<file path="src/fspc_pkg.sv">
// Shared constants and state types for the FIFO serial port core
package fspc_pkg;

  // Word index of each per-channel register (address bit 3 picks the channel)
  localparam logic [2:0] REG_FMT  = 3'h0;
  localparam logic [2:0] REG_CTL  = 3'h1;
  localparam logic [2:0] REG_DIV  = 3'h2;
  localparam logic [2:0] REG_TXP  = 3'h3;
  localparam logic [2:0] REG_RXP  = 3'h4;
  localparam logic [2:0] REG_STAT = 3'h5;

  // Format register fields
  localparam int FMT_SR_LO  = 8;
  localparam int FMT_SYNC   = 7;
  localparam int FMT_CHR    = 6;
  localparam int FMT_PAR    = 5;
  localparam int FMT_ODD    = 4;
  localparam int FMT_STOP2  = 3;
  localparam logic [15:0] FMT_MASK  = 16'h07ff;
  localparam logic [15:0] FMT_RESET = 16'h0000;

  // Control register fields
  localparam int CTL_TX_GO = 0;
  localparam int CTL_RX_GO = 1;
  localparam logic [1:0] CTL_RESET = 2'h0;
  localparam logic [7:0] DIV_RESET = 8'h00;

  // Status register fields
  localparam int ST_PERR  = 0;
  localparam int ST_FERR  = 1;
  localparam int ST_TXBSY = 2;
  localparam int ST_RXCNT = 8;
  localparam int ST_TXCNT = 16;

  // Sampling ratios, in sample ticks per bit
  localparam logic [4:0] RATIO_16 = 5'h10;
  localparam logic [4:0] RATIO_5  = 5'h05;
  localparam logic [4:0] RATIO_11 = 5'h0b;
  localparam logic [4:0] RATIO_13 = 5'h0d;
  localparam logic [4:0] RATIO_29 = 5'h1d;

  localparam int FIFO_DEPTH = 64;
  localparam logic [6:0] FIFO_FULL = 7'h40;
  localparam logic [2:0] LAST_BIT8 = 3'h7;
  localparam logic [2:0] LAST_BIT7 = 3'h6;

  typedef enum logic [2:0] {
    TX_IDLE, TX_START, TX_DATA, TX_PAR, TX_STOP, TX_STOP2
  } fspc_tx_e;

  typedef enum logic [2:0] {
    RX_IDLE, RX_START, RX_DATA, RX_PAR, RX_STOP, RX_PUSH
  } fspc_rx_e;

endpackage : fspc_pkg

</file>
<file path="src/fspc_core.sv">
// Two-channel FIFO serial port core with Avalon-MM register slave
//
// Local design decisions: the register addresses and the Avalon-MM interface to the registers.
`timescale 1ns/1ps
// Behaviour
// - Receive bits placed from bit 0 upward
// - Assembled byte moves to receive FIFO automatically
// - Receive shift register has no bus address
// - Receive FIFO: 64 bytes, arrival order
// - Shift register freed after each push
// - Writes to receive port change nothing
// - Empty receive FIFO read returns undefined
// - Full receive FIFO drops new characters
// - Oldest byte loaded, sent bit 0 first
// - Next byte loaded automatically after each
// - Transmit shift register has no bus address
// - Transmit FIFO: 64 bytes, written order
// - Idle transmitter starts on first write
// - Transmit port reads back zero
// - Write to full transmit FIFO ignored
// - Format bits 15 to 11 read zero
// - Sample-rate code picks ticks per bit
// - Format bit 7 selects clocked mode
// - Bit 6 selects 7-bit async characters
// - Seven-bit mode omits transmit bit 7
// - Pins serial only when enables set
// - Bit 5 enables parity, async only
// - Bit 4 picks even or odd parity
// - Bit 3 two stops; receiver checks first
module fspc_core
  import fspc_pkg::*;
(
  input  wire logic        sys_clk,
  input  wire logic        rst,
  input  wire logic        clk_en,
  input  wire logic [3:0]  avs_address,
  input  wire logic        avs_read,
  input  wire logic        avs_write,
  input  wire logic [31:0] avs_writedata,
  output logic      [31:0] avs_readdata,
  output logic             avs_waitrequest,
  input  wire logic [1:0]  rxd_pin,
  input  wire logic [1:0]  sck_pin,
  output logic      [1:0]  txd_pin
);

  ////////////////////////////////////////////////////////////////////////
  // Helpers

  function automatic logic [4:0] ratio_of(input logic [2:0] code);
    case (code)
      3'h0:    ratio_of = RATIO_16;
      3'h1:    ratio_of = RATIO_5;
      3'h2:    ratio_of = RATIO_11;
      3'h3:    ratio_of = RATIO_13;
      3'h4:    ratio_of = RATIO_29;
      default: ratio_of = RATIO_16;
    endcase
  endfunction : ratio_of

  ////////////////////////////////////////////////////////////////////////
  // Bus slave: reads take one wait cycle, writes none

  logic        rd_ack_ff;
  logic [31:0] rd_data_ff;
  logic [31:0] ch_rd [2];

  wire rd_go  = avs_read & ~rd_ack_ff & clk_en;
  wire wr_go  = avs_write & clk_en;
  wire [2:0] reg_idx = avs_address[2:0];

  assign avs_waitrequest = (avs_read | avs_write)
                         & (~clk_en | (avs_read & ~rd_ack_ff));
  assign avs_readdata    = rd_data_ff;

  always_ff @(posedge sys_clk)
  begin
    if (rst)
    begin
      rd_ack_ff  <= 1'b0;
      rd_data_ff <= 32'h0;
    end
    else if (clk_en)
    begin
      rd_ack_ff <= avs_read & ~rd_ack_ff;
      if (rd_go)
        rd_data_ff <= ch_rd[avs_address[3]];
    end
  end

  ////////////////////////////////////////////////////////////////////////
  // Channels: index 0 is channel 0, index 1 is channel 2

  genvar c;
  for (c = 0; c < 2; c++)
  begin : g_ch
    logic [15:0] fmt_ff;
    logic [1:0]  ctl_ff;
    logic [7:0]  div_ff;
    logic [7:0]  div_cnt_ff;
    logic        perr_ff;
    logic        ferr_ff;
    logic [1:0]  rxs_ff;
    logic [1:0]  scks_ff;
    logic        sck_d_ff;
    logic [7:0]  tx_mem [FIFO_DEPTH];
    logic [7:0]  rx_mem [FIFO_DEPTH];
    logic [6:0]  tx_wp_ff;
    logic [6:0]  tx_rp_ff;
    logic [6:0]  rx_wp_ff;
    logic [6:0]  rx_rp_ff;
    fspc_tx_e    tx_st_ff;
    logic [7:0]  tx_shift_ff;
    logic [2:0]  tx_bit_ff;
    logic [4:0]  tx_sub_ff;
    logic        tx_par_ff;
    logic        txd_ff;
    fspc_rx_e    rx_st_ff;
    logic [7:0]  rx_shift_ff;
    logic [2:0]  rx_bit_ff;
    logic [4:0]  rx_sub_ff;

    wire hit = (avs_address[3] == (c == 1));
    wire wr  = wr_go & hit;
    wire rd  = rd_go & hit;

    // mode; fields act only in async
    wire sync_m   = fmt_ff[FMT_SYNC];
    wire seven    = ~sync_m & fmt_ff[FMT_CHR];
    wire par_en   = ~sync_m & fmt_ff[FMT_PAR];
    wire odd      = fmt_ff[FMT_ODD];
    wire two_stop = fmt_ff[FMT_STOP2];
    wire tx_go    = ctl_ff[CTL_TX_GO];
    wire rx_go    = ctl_ff[CTL_RX_GO];
    wire [4:0] ratio = ratio_of(fmt_ff[FMT_SR_LO +: 3]);
    wire [4:0] r_last = ratio - 5'h01;
    wire [4:0] r_half = {1'b0, ratio[4:1]};
    wire [2:0] last_bit = seven ? LAST_BIT7 : LAST_BIT8;

    wire tick     = (div_cnt_ff == div_ff);
    wire rx_line  = rxs_ff[1];
    wire sck_rise = scks_ff[1] & ~sck_d_ff;
    wire sck_fall = ~scks_ff[1] & sck_d_ff;

    wire [6:0] tx_cnt   = tx_wp_ff - tx_rp_ff;
    wire [6:0] rx_cnt   = rx_wp_ff - rx_rp_ff;
    wire       tx_empty = (tx_cnt == 7'h00);
    wire       rx_full  = (rx_cnt == FIFO_FULL);
    wire       rx_empty = (rx_cnt == 7'h00);
    wire tx_push = wr & (reg_idx == REG_TXP) & (tx_cnt != FIFO_FULL);
    // idle transmitter takes a byte at once
    wire tx_load = (tx_st_ff == TX_IDLE) & tx_go & ~tx_empty;
    wire rx_push = (rx_st_ff == RX_PUSH) & ~rx_full;
    wire rx_pop  = rd & (reg_idx == REG_RXP) & ~rx_empty;
    wire [7:0] tx_head = tx_mem[tx_rp_ff[5:0]];
    // bit 7 never leaves in seven-bit mode
    wire [7:0] tx_byte = seven ? {1'b0, tx_head[6:0]} : tx_head;
    wire tx_step = sync_m ? sck_fall
                          : (tick & (tx_sub_ff == r_last));
    wire [4:0] rx_tgt = (rx_st_ff == RX_START) ? r_half : r_last;
    wire rx_samp = sync_m ? sck_rise
                          : (tick & (rx_sub_ff == rx_tgt));
    wire rx_perr = par_en & (rx_line != (odd ^ (^rx_shift_ff)));
    wire perr_set = (rx_st_ff == RX_PAR) & rx_samp & rx_perr;
    wire ferr_set = (rx_st_ff == RX_STOP) & rx_samp & ~rx_line;
    wire stat_wr  = wr & (reg_idx == REG_STAT);

    ////////////////////////////////////////////////////////////////////
    // Registers, synchronisers and tick divider

    always_ff @(posedge sys_clk)
    begin
      if (rst)
      begin
        fmt_ff     <= FMT_RESET;
        ctl_ff     <= CTL_RESET;
        div_ff     <= DIV_RESET;
        div_cnt_ff <= 8'h00;
        perr_ff    <= 1'b0;
        ferr_ff    <= 1'b0;
        rxs_ff     <= 2'h3;
        scks_ff    <= 2'h3;
        sck_d_ff   <= 1'b1;
      end
      else if (clk_en)
      begin
        // reserved format bits held at zero
        if (wr & (reg_idx == REG_FMT))
          fmt_ff <= avs_writedata[15:0] & FMT_MASK;
        if (wr & (reg_idx == REG_CTL))
          ctl_ff <= avs_writedata[1:0];
        if (wr & (reg_idx == REG_DIV))
          div_ff <= avs_writedata[7:0];
        div_cnt_ff <= tick ? 8'h00 : div_cnt_ff + 8'h01;
        // Error flags: a set in the clearing cycle wins
        perr_ff <= perr_set | (perr_ff & ~(stat_wr & avs_writedata[ST_PERR]));
        ferr_ff <= ferr_set | (ferr_ff & ~(stat_wr & avs_writedata[ST_FERR]));
        rxs_ff   <= {rxs_ff[0], rxd_pin[c]};
        scks_ff  <= {scks_ff[0], sck_pin[c]};
        sck_d_ff <= scks_ff[1];
      end
    end

    ////////////////////////////////////////////////////////////////////
    // FIFO storage and pointers

    always_ff @(posedge sys_clk)
    begin
      if (clk_en)
      begin
        // transmit bytes stored in write order
        if (tx_push)
          tx_mem[tx_wp_ff[5:0]] <= avs_writedata[7:0];
        // receive bytes stored in arrival order
        if (rx_push)
          rx_mem[rx_wp_ff[5:0]] <= rx_shift_ff;
      end
    end

    always_ff @(posedge sys_clk)
    begin
      if (rst)
      begin
        tx_wp_ff <= 7'h00;
        tx_rp_ff <= 7'h00;
        rx_wp_ff <= 7'h00;
        rx_rp_ff <= 7'h00;
      end
      else if (clk_en)
      begin
        if (tx_push)
          tx_wp_ff <= tx_wp_ff + 7'h01;
        if (tx_load)
          tx_rp_ff <= tx_rp_ff + 7'h01;
        if (rx_push)
          rx_wp_ff <= rx_wp_ff + 7'h01;
        if (rx_pop)
          rx_rp_ff <= rx_rp_ff + 7'h01;
      end
    end

    ////////////////////////////////////////////////////////////////////
    // Transmitter

    always_ff @(posedge sys_clk)
    begin
      if (rst)
      begin
        tx_st_ff    <= TX_IDLE;
        tx_shift_ff <= 8'h00;
        tx_bit_ff   <= 3'h0;
        tx_sub_ff   <= 5'h00;
        tx_par_ff   <= 1'b0;
        txd_ff      <= 1'b1;
      end
      else if (clk_en)
      begin
        if (tx_step | (tx_st_ff == TX_IDLE))
          tx_sub_ff <= 5'h00;
        else if (tick)
          tx_sub_ff <= tx_sub_ff + 5'h01;
        if (~tx_go)
        begin
          tx_st_ff <= TX_IDLE;
          txd_ff   <= 1'b1;
        end
        else
        begin
          case (tx_st_ff)
            TX_IDLE:
            begin
              if (tx_load)
              begin
                tx_shift_ff <= tx_byte;
                tx_bit_ff   <= 3'h0;
                tx_par_ff   <= odd ^ (^tx_byte);
                tx_st_ff    <= sync_m ? TX_DATA : TX_START;
                txd_ff      <= sync_m ? tx_byte[0] : 1'b0;
              end
            end
            TX_START:
              if (tx_step)
              begin
                tx_st_ff <= TX_DATA;
                txd_ff   <= tx_shift_ff[0];
              end
            TX_DATA:
              if (tx_step)
              begin
                if (tx_bit_ff == last_bit)
                begin
                  tx_st_ff <= sync_m ? TX_IDLE
                                     : (par_en ? TX_PAR : TX_STOP);
                  txd_ff   <= par_en ? tx_par_ff : 1'b1;
                end
                else
                begin
                  tx_shift_ff <= {1'b0, tx_shift_ff[7:1]};
                  tx_bit_ff   <= tx_bit_ff + 3'h1;
                  txd_ff      <= tx_shift_ff[1];
                end
              end
            TX_PAR:
              if (tx_step)
              begin
                tx_st_ff <= TX_STOP;
                txd_ff   <= 1'b1;
              end
            TX_STOP:
              if (tx_step)
                tx_st_ff <= two_stop ? TX_STOP2 : TX_IDLE;
            TX_STOP2:
              if (tx_step)
                tx_st_ff <= TX_IDLE;
            default:
              tx_st_ff <= TX_IDLE;
          endcase
        end
      end
    end

    assign txd_pin[c] = txd_ff;

    ////////////////////////////////////////////////////////////////////
    // Receiver

    always_ff @(posedge sys_clk)
    begin
      if (rst)
      begin
        rx_st_ff    <= RX_IDLE;
        rx_shift_ff <= 8'h00;
        rx_bit_ff   <= 3'h0;
        rx_sub_ff   <= 5'h00;
      end
      else if (clk_en)
      begin
        if (rx_samp | (rx_st_ff == RX_IDLE))
          rx_sub_ff <= 5'h00;
        else if (tick)
          rx_sub_ff <= rx_sub_ff + 5'h01;
        if (~rx_go)
          rx_st_ff <= RX_IDLE;
        else
        begin
          case (rx_st_ff)
            RX_IDLE:
            begin
              rx_shift_ff <= 8'h00;
              rx_bit_ff   <= 3'h0;
              if (sync_m)
                rx_st_ff <= RX_DATA;
              else if (~rx_line)
                rx_st_ff <= RX_START;
            end
            RX_START:
              if (rx_samp)
                rx_st_ff <= rx_line ? RX_IDLE : RX_DATA;
            RX_DATA:
              if (rx_samp)
              begin
                // bit n of character into bit n
                rx_shift_ff[rx_bit_ff] <= rx_line;
                rx_bit_ff <= rx_bit_ff + 3'h1;
                if (rx_bit_ff == last_bit)
                  rx_st_ff <= sync_m ? RX_PUSH
                                     : (par_en ? RX_PAR : RX_STOP);
              end
            RX_PAR:
              if (rx_samp)
                rx_st_ff <= RX_STOP;
            RX_STOP:
              if (rx_samp)
                rx_st_ff <= RX_PUSH;
            RX_PUSH:
              // shift register freed for next character
              rx_st_ff <= RX_IDLE;
            default:
              rx_st_ff <= RX_IDLE;
          endcase
        end
      end
    end

    ////////////////////////////////////////////////////////////////////
    // Read-back

    // receive port has no write path
    // empty receive FIFO gives stale entry
    wire [31:0] stat_word = {9'h0, tx_cnt, 1'b0, rx_cnt, 5'h0,
                             (tx_st_ff != TX_IDLE), ferr_ff, perr_ff};
    assign ch_rd[c] =
      (reg_idx == REG_FMT)  ? {16'h0, fmt_ff} :
      (reg_idx == REG_CTL)  ? {30'h0, ctl_ff} :
      (reg_idx == REG_DIV)  ? {24'h0, div_ff} :
      (reg_idx == REG_RXP)  ? {24'h0, rx_mem[rx_rp_ff[5:0]]} :
      (reg_idx == REG_STAT) ? stat_word : 32'h0;
  end

endmodule : fspc_core

</file>
<file path="config.mk">
export PLATFORM = sky130hd
export DESIGN_NAME = fspc_core
export DESIGN_NICKNAME = d
export VERILOG_FILES = /design/src/fspc_pkg.sv /design/src/fspc_core.sv
export SDC_FILE = /design/constraint.sdc
export NUM_CORES = 2
export LEC_CHECK = 0
export BUFFER_PORTS_ARGS = -buffer_cell sky130_fd_sc_hd__clkbuf_2
export CELL_PAD_IN_SITES_DETAIL_PLACEMENT = 0
export CELL_PAD_IN_SITES_GLOBAL_PLACEMENT = 1
export CORE_UTILIZATION = 50
export DETAILED_ROUTE_END_ITERATION = 12
export MAX_ROUTING_LAYER = met4
export PLACE_DENSITY = 0.83
export SLEW_MARGIN = 30
export SYNTH_ARGS = -nofsm -noshare
export SYNTH_HDL_FRONTEND = slang
export SYNTH_SLANG_ARGS = --single-unit
</file>
<file path="constraint.sdc">
create_clock -name sys_clk -period 4.84 [get_ports sys_clk]
set_input_delay 0.242 -clock sys_clk [delete_from_list [all_inputs] [get_ports sys_clk]]
set_output_delay 0.242 -clock sys_clk [all_outputs]
set_load 0.01 [all_outputs]
</file>
==> flow_metrics.py <==
metrics = {
    "run_status": {
        "status": "completed",
    },
    "power_and_ir_drop": {
        "switchingPower_uw": 7750,
        "switching_share_pct": 20.0,
        "comb_power_share_pct": 1.0,
        "p_clk_share_pct": 43.6,
        "p_int_uw": 31100,
        "leakagePower_uw": 0.0346,
        "seq_power_share_pct": 55.4,
        "power_uw": 38800,
        "power_density_mw_per_mm2": 367,
        "ir_worst_vdd_mv": 0.348,
    },
    "floorplan": {
        "start_util_pct": 50.3,
        "fp.coreArea_mm2": 0.185,
        "die_y_um": 434,
        "ios": 80,
        "die-area_mm2": 0.188,
        "rows": 158,
        "die_x_um": 434,
    },
    "timing": {
        "rsz0062_at_grt": "false",
        "whs_ps": 51.7,
        "fmax_mhz": 230,
        "fin_skew_ps": 37.2,
        "relSlewSlack_pct": 36.9,
        "fin_crit_sh_pct": 89.9,
        "maxSlewViolCount": 0,
        "tightest_slew_ps": 943,
        "min_period_ps": 4350,
        "setup_violations": 0,
        "hold_violations": 0,
        "tns_ps": 0,
    },
    "finish": {
        "fin_nets": 5556,
        "multiInputGateArea_mm2": 0.0250,
        "stdcell_count": 8134,
        "regArea_mm2": 0.0667,
        "drive_gt1_share_pct": 24.9,
        "syn_to_final_growth_pct": 13.2,
        "nFillCells": 13500,
    },
    "cts": {
        "hold_buffers": 25,
        "cts_buffers": 217,
        "insertion_delay_ps": 880,
        "htreeDepth": 4,
        "cts_root_buf": "clkbuf_16",
        "cts.repair.resized": 0,
        "cts_buffer_depth": 3,
        "post_cts_buffers": 0,
        "clk_pin_slew_worst_paths_ps": 60,
        "numClockSinks": 2303,
        "cts_tree": "done",
    },
    "worst_setup_path": {
        "cp_max_fo": 8,
        "crit_chain": "inv_1 -> ha_1 -> inv_1 -> fa_1 -> a21o_1 -> a21oi_1 -> o21ai_0 -> a21oi_1 -> xnor2_1 -> o211ai_1 -> nand3_1 -> nand3b_1 -> nor2_1",
        "critPathRequiredTime_ps": 5340,
        "r2r_cells": 13,
        "worst-setup-path-type": "register to register",
        "cp-start-kind": "register",
        "critPathSlowestCell": "nor2_1",
        "arrival_ps": 4850,
        "reg2reg_to": "g_ch[0].tx_mem[38][6]",
        "crit_family": "simple AND/OR/NAND/NOR gates",
        "critical-path-max-stage-delay_ps": 800,
        "worst-path-buf-inv": 2,
        "reg2reg_from": "g_ch[0].tx_wp_ff[0]",
        "end_kind": "register",
        "r2r_slack_ps": 490,
    },
    "worst_hold_path": {
        "hold_start": "avs_read",
        "min_path_cells": 6,
        "holdPathEnd": "avs_readdata[10]",
        "holdCritPathClass": "input port to register",
    },
    "global_route": {
        "grt_pass1_vias": 49000,
        "grt_pass1_wl_mm": 317,
        "antenna_found_initial": 7,
        "grt_remaining_overflow": 0,
        "grt_start_max_net_pins": 147,
        "grt_use_total_pct": 23.4,
    },
    "logic_synthesis": {
        "syn_area_mm2": 0.0933,
        "synth_seq_area_share_pct": 71.4,
        "synthDistinctLibCells": 88,
        "yosys_warnings": 0,
        "ys.flop_type": "edfxtp_1",
        "synth-edff-count": 2048,
        "synthArstFlopShare_pct": 0,
        "syn-instance-count": 5099,
        "ys_ff_latch": 2303,
        "avgSynthCellArea_um2": 18.3,
    },
    "placed_design": {
        "port_buffers": 48,
        "hpwlAfterDp_mm": 133,
        "gp_routability_congestion": 0.845,
        "post-place-cells": 7697,
    },
    "drt": {
        "antenna_left": 0,
        "first_iter_violations": 5135,
        "vias_per_cell": 6.04,
        "drc": 0,
        "route.vias.total": 49100,
        "dr.pass1.iters": 6,
        "wire_per_inst_um": 26.2,
        "routed_wl_mm": 213,
    },
    "job": {
        "maxCapViolCount": 0,
    },
}
==> area by class of cell <==
class                           instances  share of cell area (%)
Sequential cell                      2303                    63.1
Tap cell                             2480                    2.94
Inverter                               82                   0.291
Multi-Input combinational cell       2417                    23.6
Clock inverter                        120                    1.21
Clock buffer                          283                    5.49
Timing Repair Buffer                  444                    3.35
Antenna cell                            5                  0.0118
==> worst max-delay path by stage <==
stage	start	end	slack [ps]	cells after the start
after floorplan	g_ch[1].rx_wp_ff[0]	g_ch[1].rx_mem[18][0]	1080	14
final	g_ch[0].tx_wp_ff[0]	g_ch[0].tx_mem[38][6]	490	13
after CTS	g_ch[0].tx_wp_ff[0]	g_ch[0].tx_mem[38][7]	500	13
after global placement	g_ch[1].rx_wp_ff[0]	g_ch[1].rx_mem[42][0]	600	14
after detailed placement	g_ch[0].tx_wp_ff[0]	g_ch[0].tx_mem[38][4]	500	13
after global routing	g_ch[0].tx_wp_ff[1]	g_ch[0].tx_mem[62][5]	110	10
==> flip-flops by register name, indices dropped and copies added (netlist names), 10 cells and up, named ones only <==
signal,count
g_ch.tx_sub_ff,10
g_ch.div_ff,16
g_ch.fmt_ff,22
g_ch.rx_wp_ff,14
g_ch.tx_shift_ff,16
g_ch.rx_sub_ff,10
avs_readdata,22
g_ch.rx_shift_ff,16
g_ch.tx_mem,1024
g_ch.tx_rp_ff,14
g_ch.rx_rp_ff,14
g_ch.div_cnt_ff,16
g_ch.tx_wp_ff,14
g_ch.rx_mem,1024
==> layer usage <==
layer  share of wire, %  GRT usage [%]  vias up
li1                   -              -    21200
met1                 40           31.5    25400
met2                 50           37.2     2057
met3                7.4           3.52      350
met4                2.9           7.27        0
met5                  0              -        -
==> tightest hold or removal path, stage by stage <==
cell,delay (ps)
clkbuf_2,130
inv_1,110
nor3_2,50
buf_4,190
nor2_1,100
nor3_1,60
==> cell usage in the layout (no fill, tap or decap), drive strengths merged, types with 18 or more instances in the layout <==
master       synthesis  routed
nand3               75      75
nor2b               27      27
nand2              200     200
dlygate4sd3          0      28
or3                 57      57
nand4               32      32
clkinv               1      82
ha                  42      42
dfxtp              255     255
o21ai              101     101
xnor2               90      90
a211oi              20      20
edfxtp            2048    2048
o31ai               18      18
clkbuf             167     321
a21oi              158     158
o211ai              19      19
or4                 27      27
nor3                30      30
xor2                36      36
mux2                18      18
buf                137     378
nor2               455     455
mux4               626     626
bufinv               0      19
mux2i              105     105
inv                 81      92
==> power by group through the flow <==
stage	Combinational (uW)	Sequential, uW	Clock, uW
2_1_floorplan	146	21900	0
3_3_place_gp	364	21900	0
3_5_place_dp	378	21900	0
4_1_cts	395	21500	17100
5_1_grt	429	21500	17900
6_report	400	21500	16900
==> cell usage after synthesis, types with 20 or more instances <==
library cell / n / area share (%)
nand4_1: 32 / 0.21
mux4_2: 608 / 15
inv_1: 81 / 0.33
a21oi_1: 158 / 0.85
buf_1: 44 / 0.18
mux2i_1: 105 / 1.1
xnor2_1: 89 / 0.84
nor2_1: 455 / 1.8
o21ai_0: 101 / 0.54
nand2_1: 200 / 0.80
nand3_1: 75 / 0.40
buf_2: 44 / 0.24
nor3_1: 30 / 0.16
buf_6: 20 / 0.24
xor2_1: 36 / 0.34
edfxtp_1: 2048 / 66
clkbuf_1: 165 / 0.66
or4_1: 27 / 0.22
dfxtp_1: 255 / 5.5
nor2b_1: 27 / 0.18
or3_1: 57 / 0.38
ha_1: 42 / 0.56
buf_4: 26 / 0.21
==> metrics by stage <==
step	util (%)	setup slack, ps	area [um2]
after floorplan	-	1080	93300
after detailed placement	53.0	501	98300
final	57.0	490	106000
after global routing	57.0	114	106000
after global placement	53.0	601	98200
after CTS	56.9	502	106000
==> cells by family (layout without fill, tap and decap cells) <==
family	Yosys count	after routing	synth area share, %
xor+xnor	128	128	1.24
compound gates	473	473	3.20
buf+inv	388	929	1.95
other cells	1	15	0.00402
fa+ha+maj	46	46	0.649
simple gates	1011	1011	5.06
flops	2303	2303	71.4
mux	749	749	16.5
No activity file was read; power rests on OpenSTA's default activity.
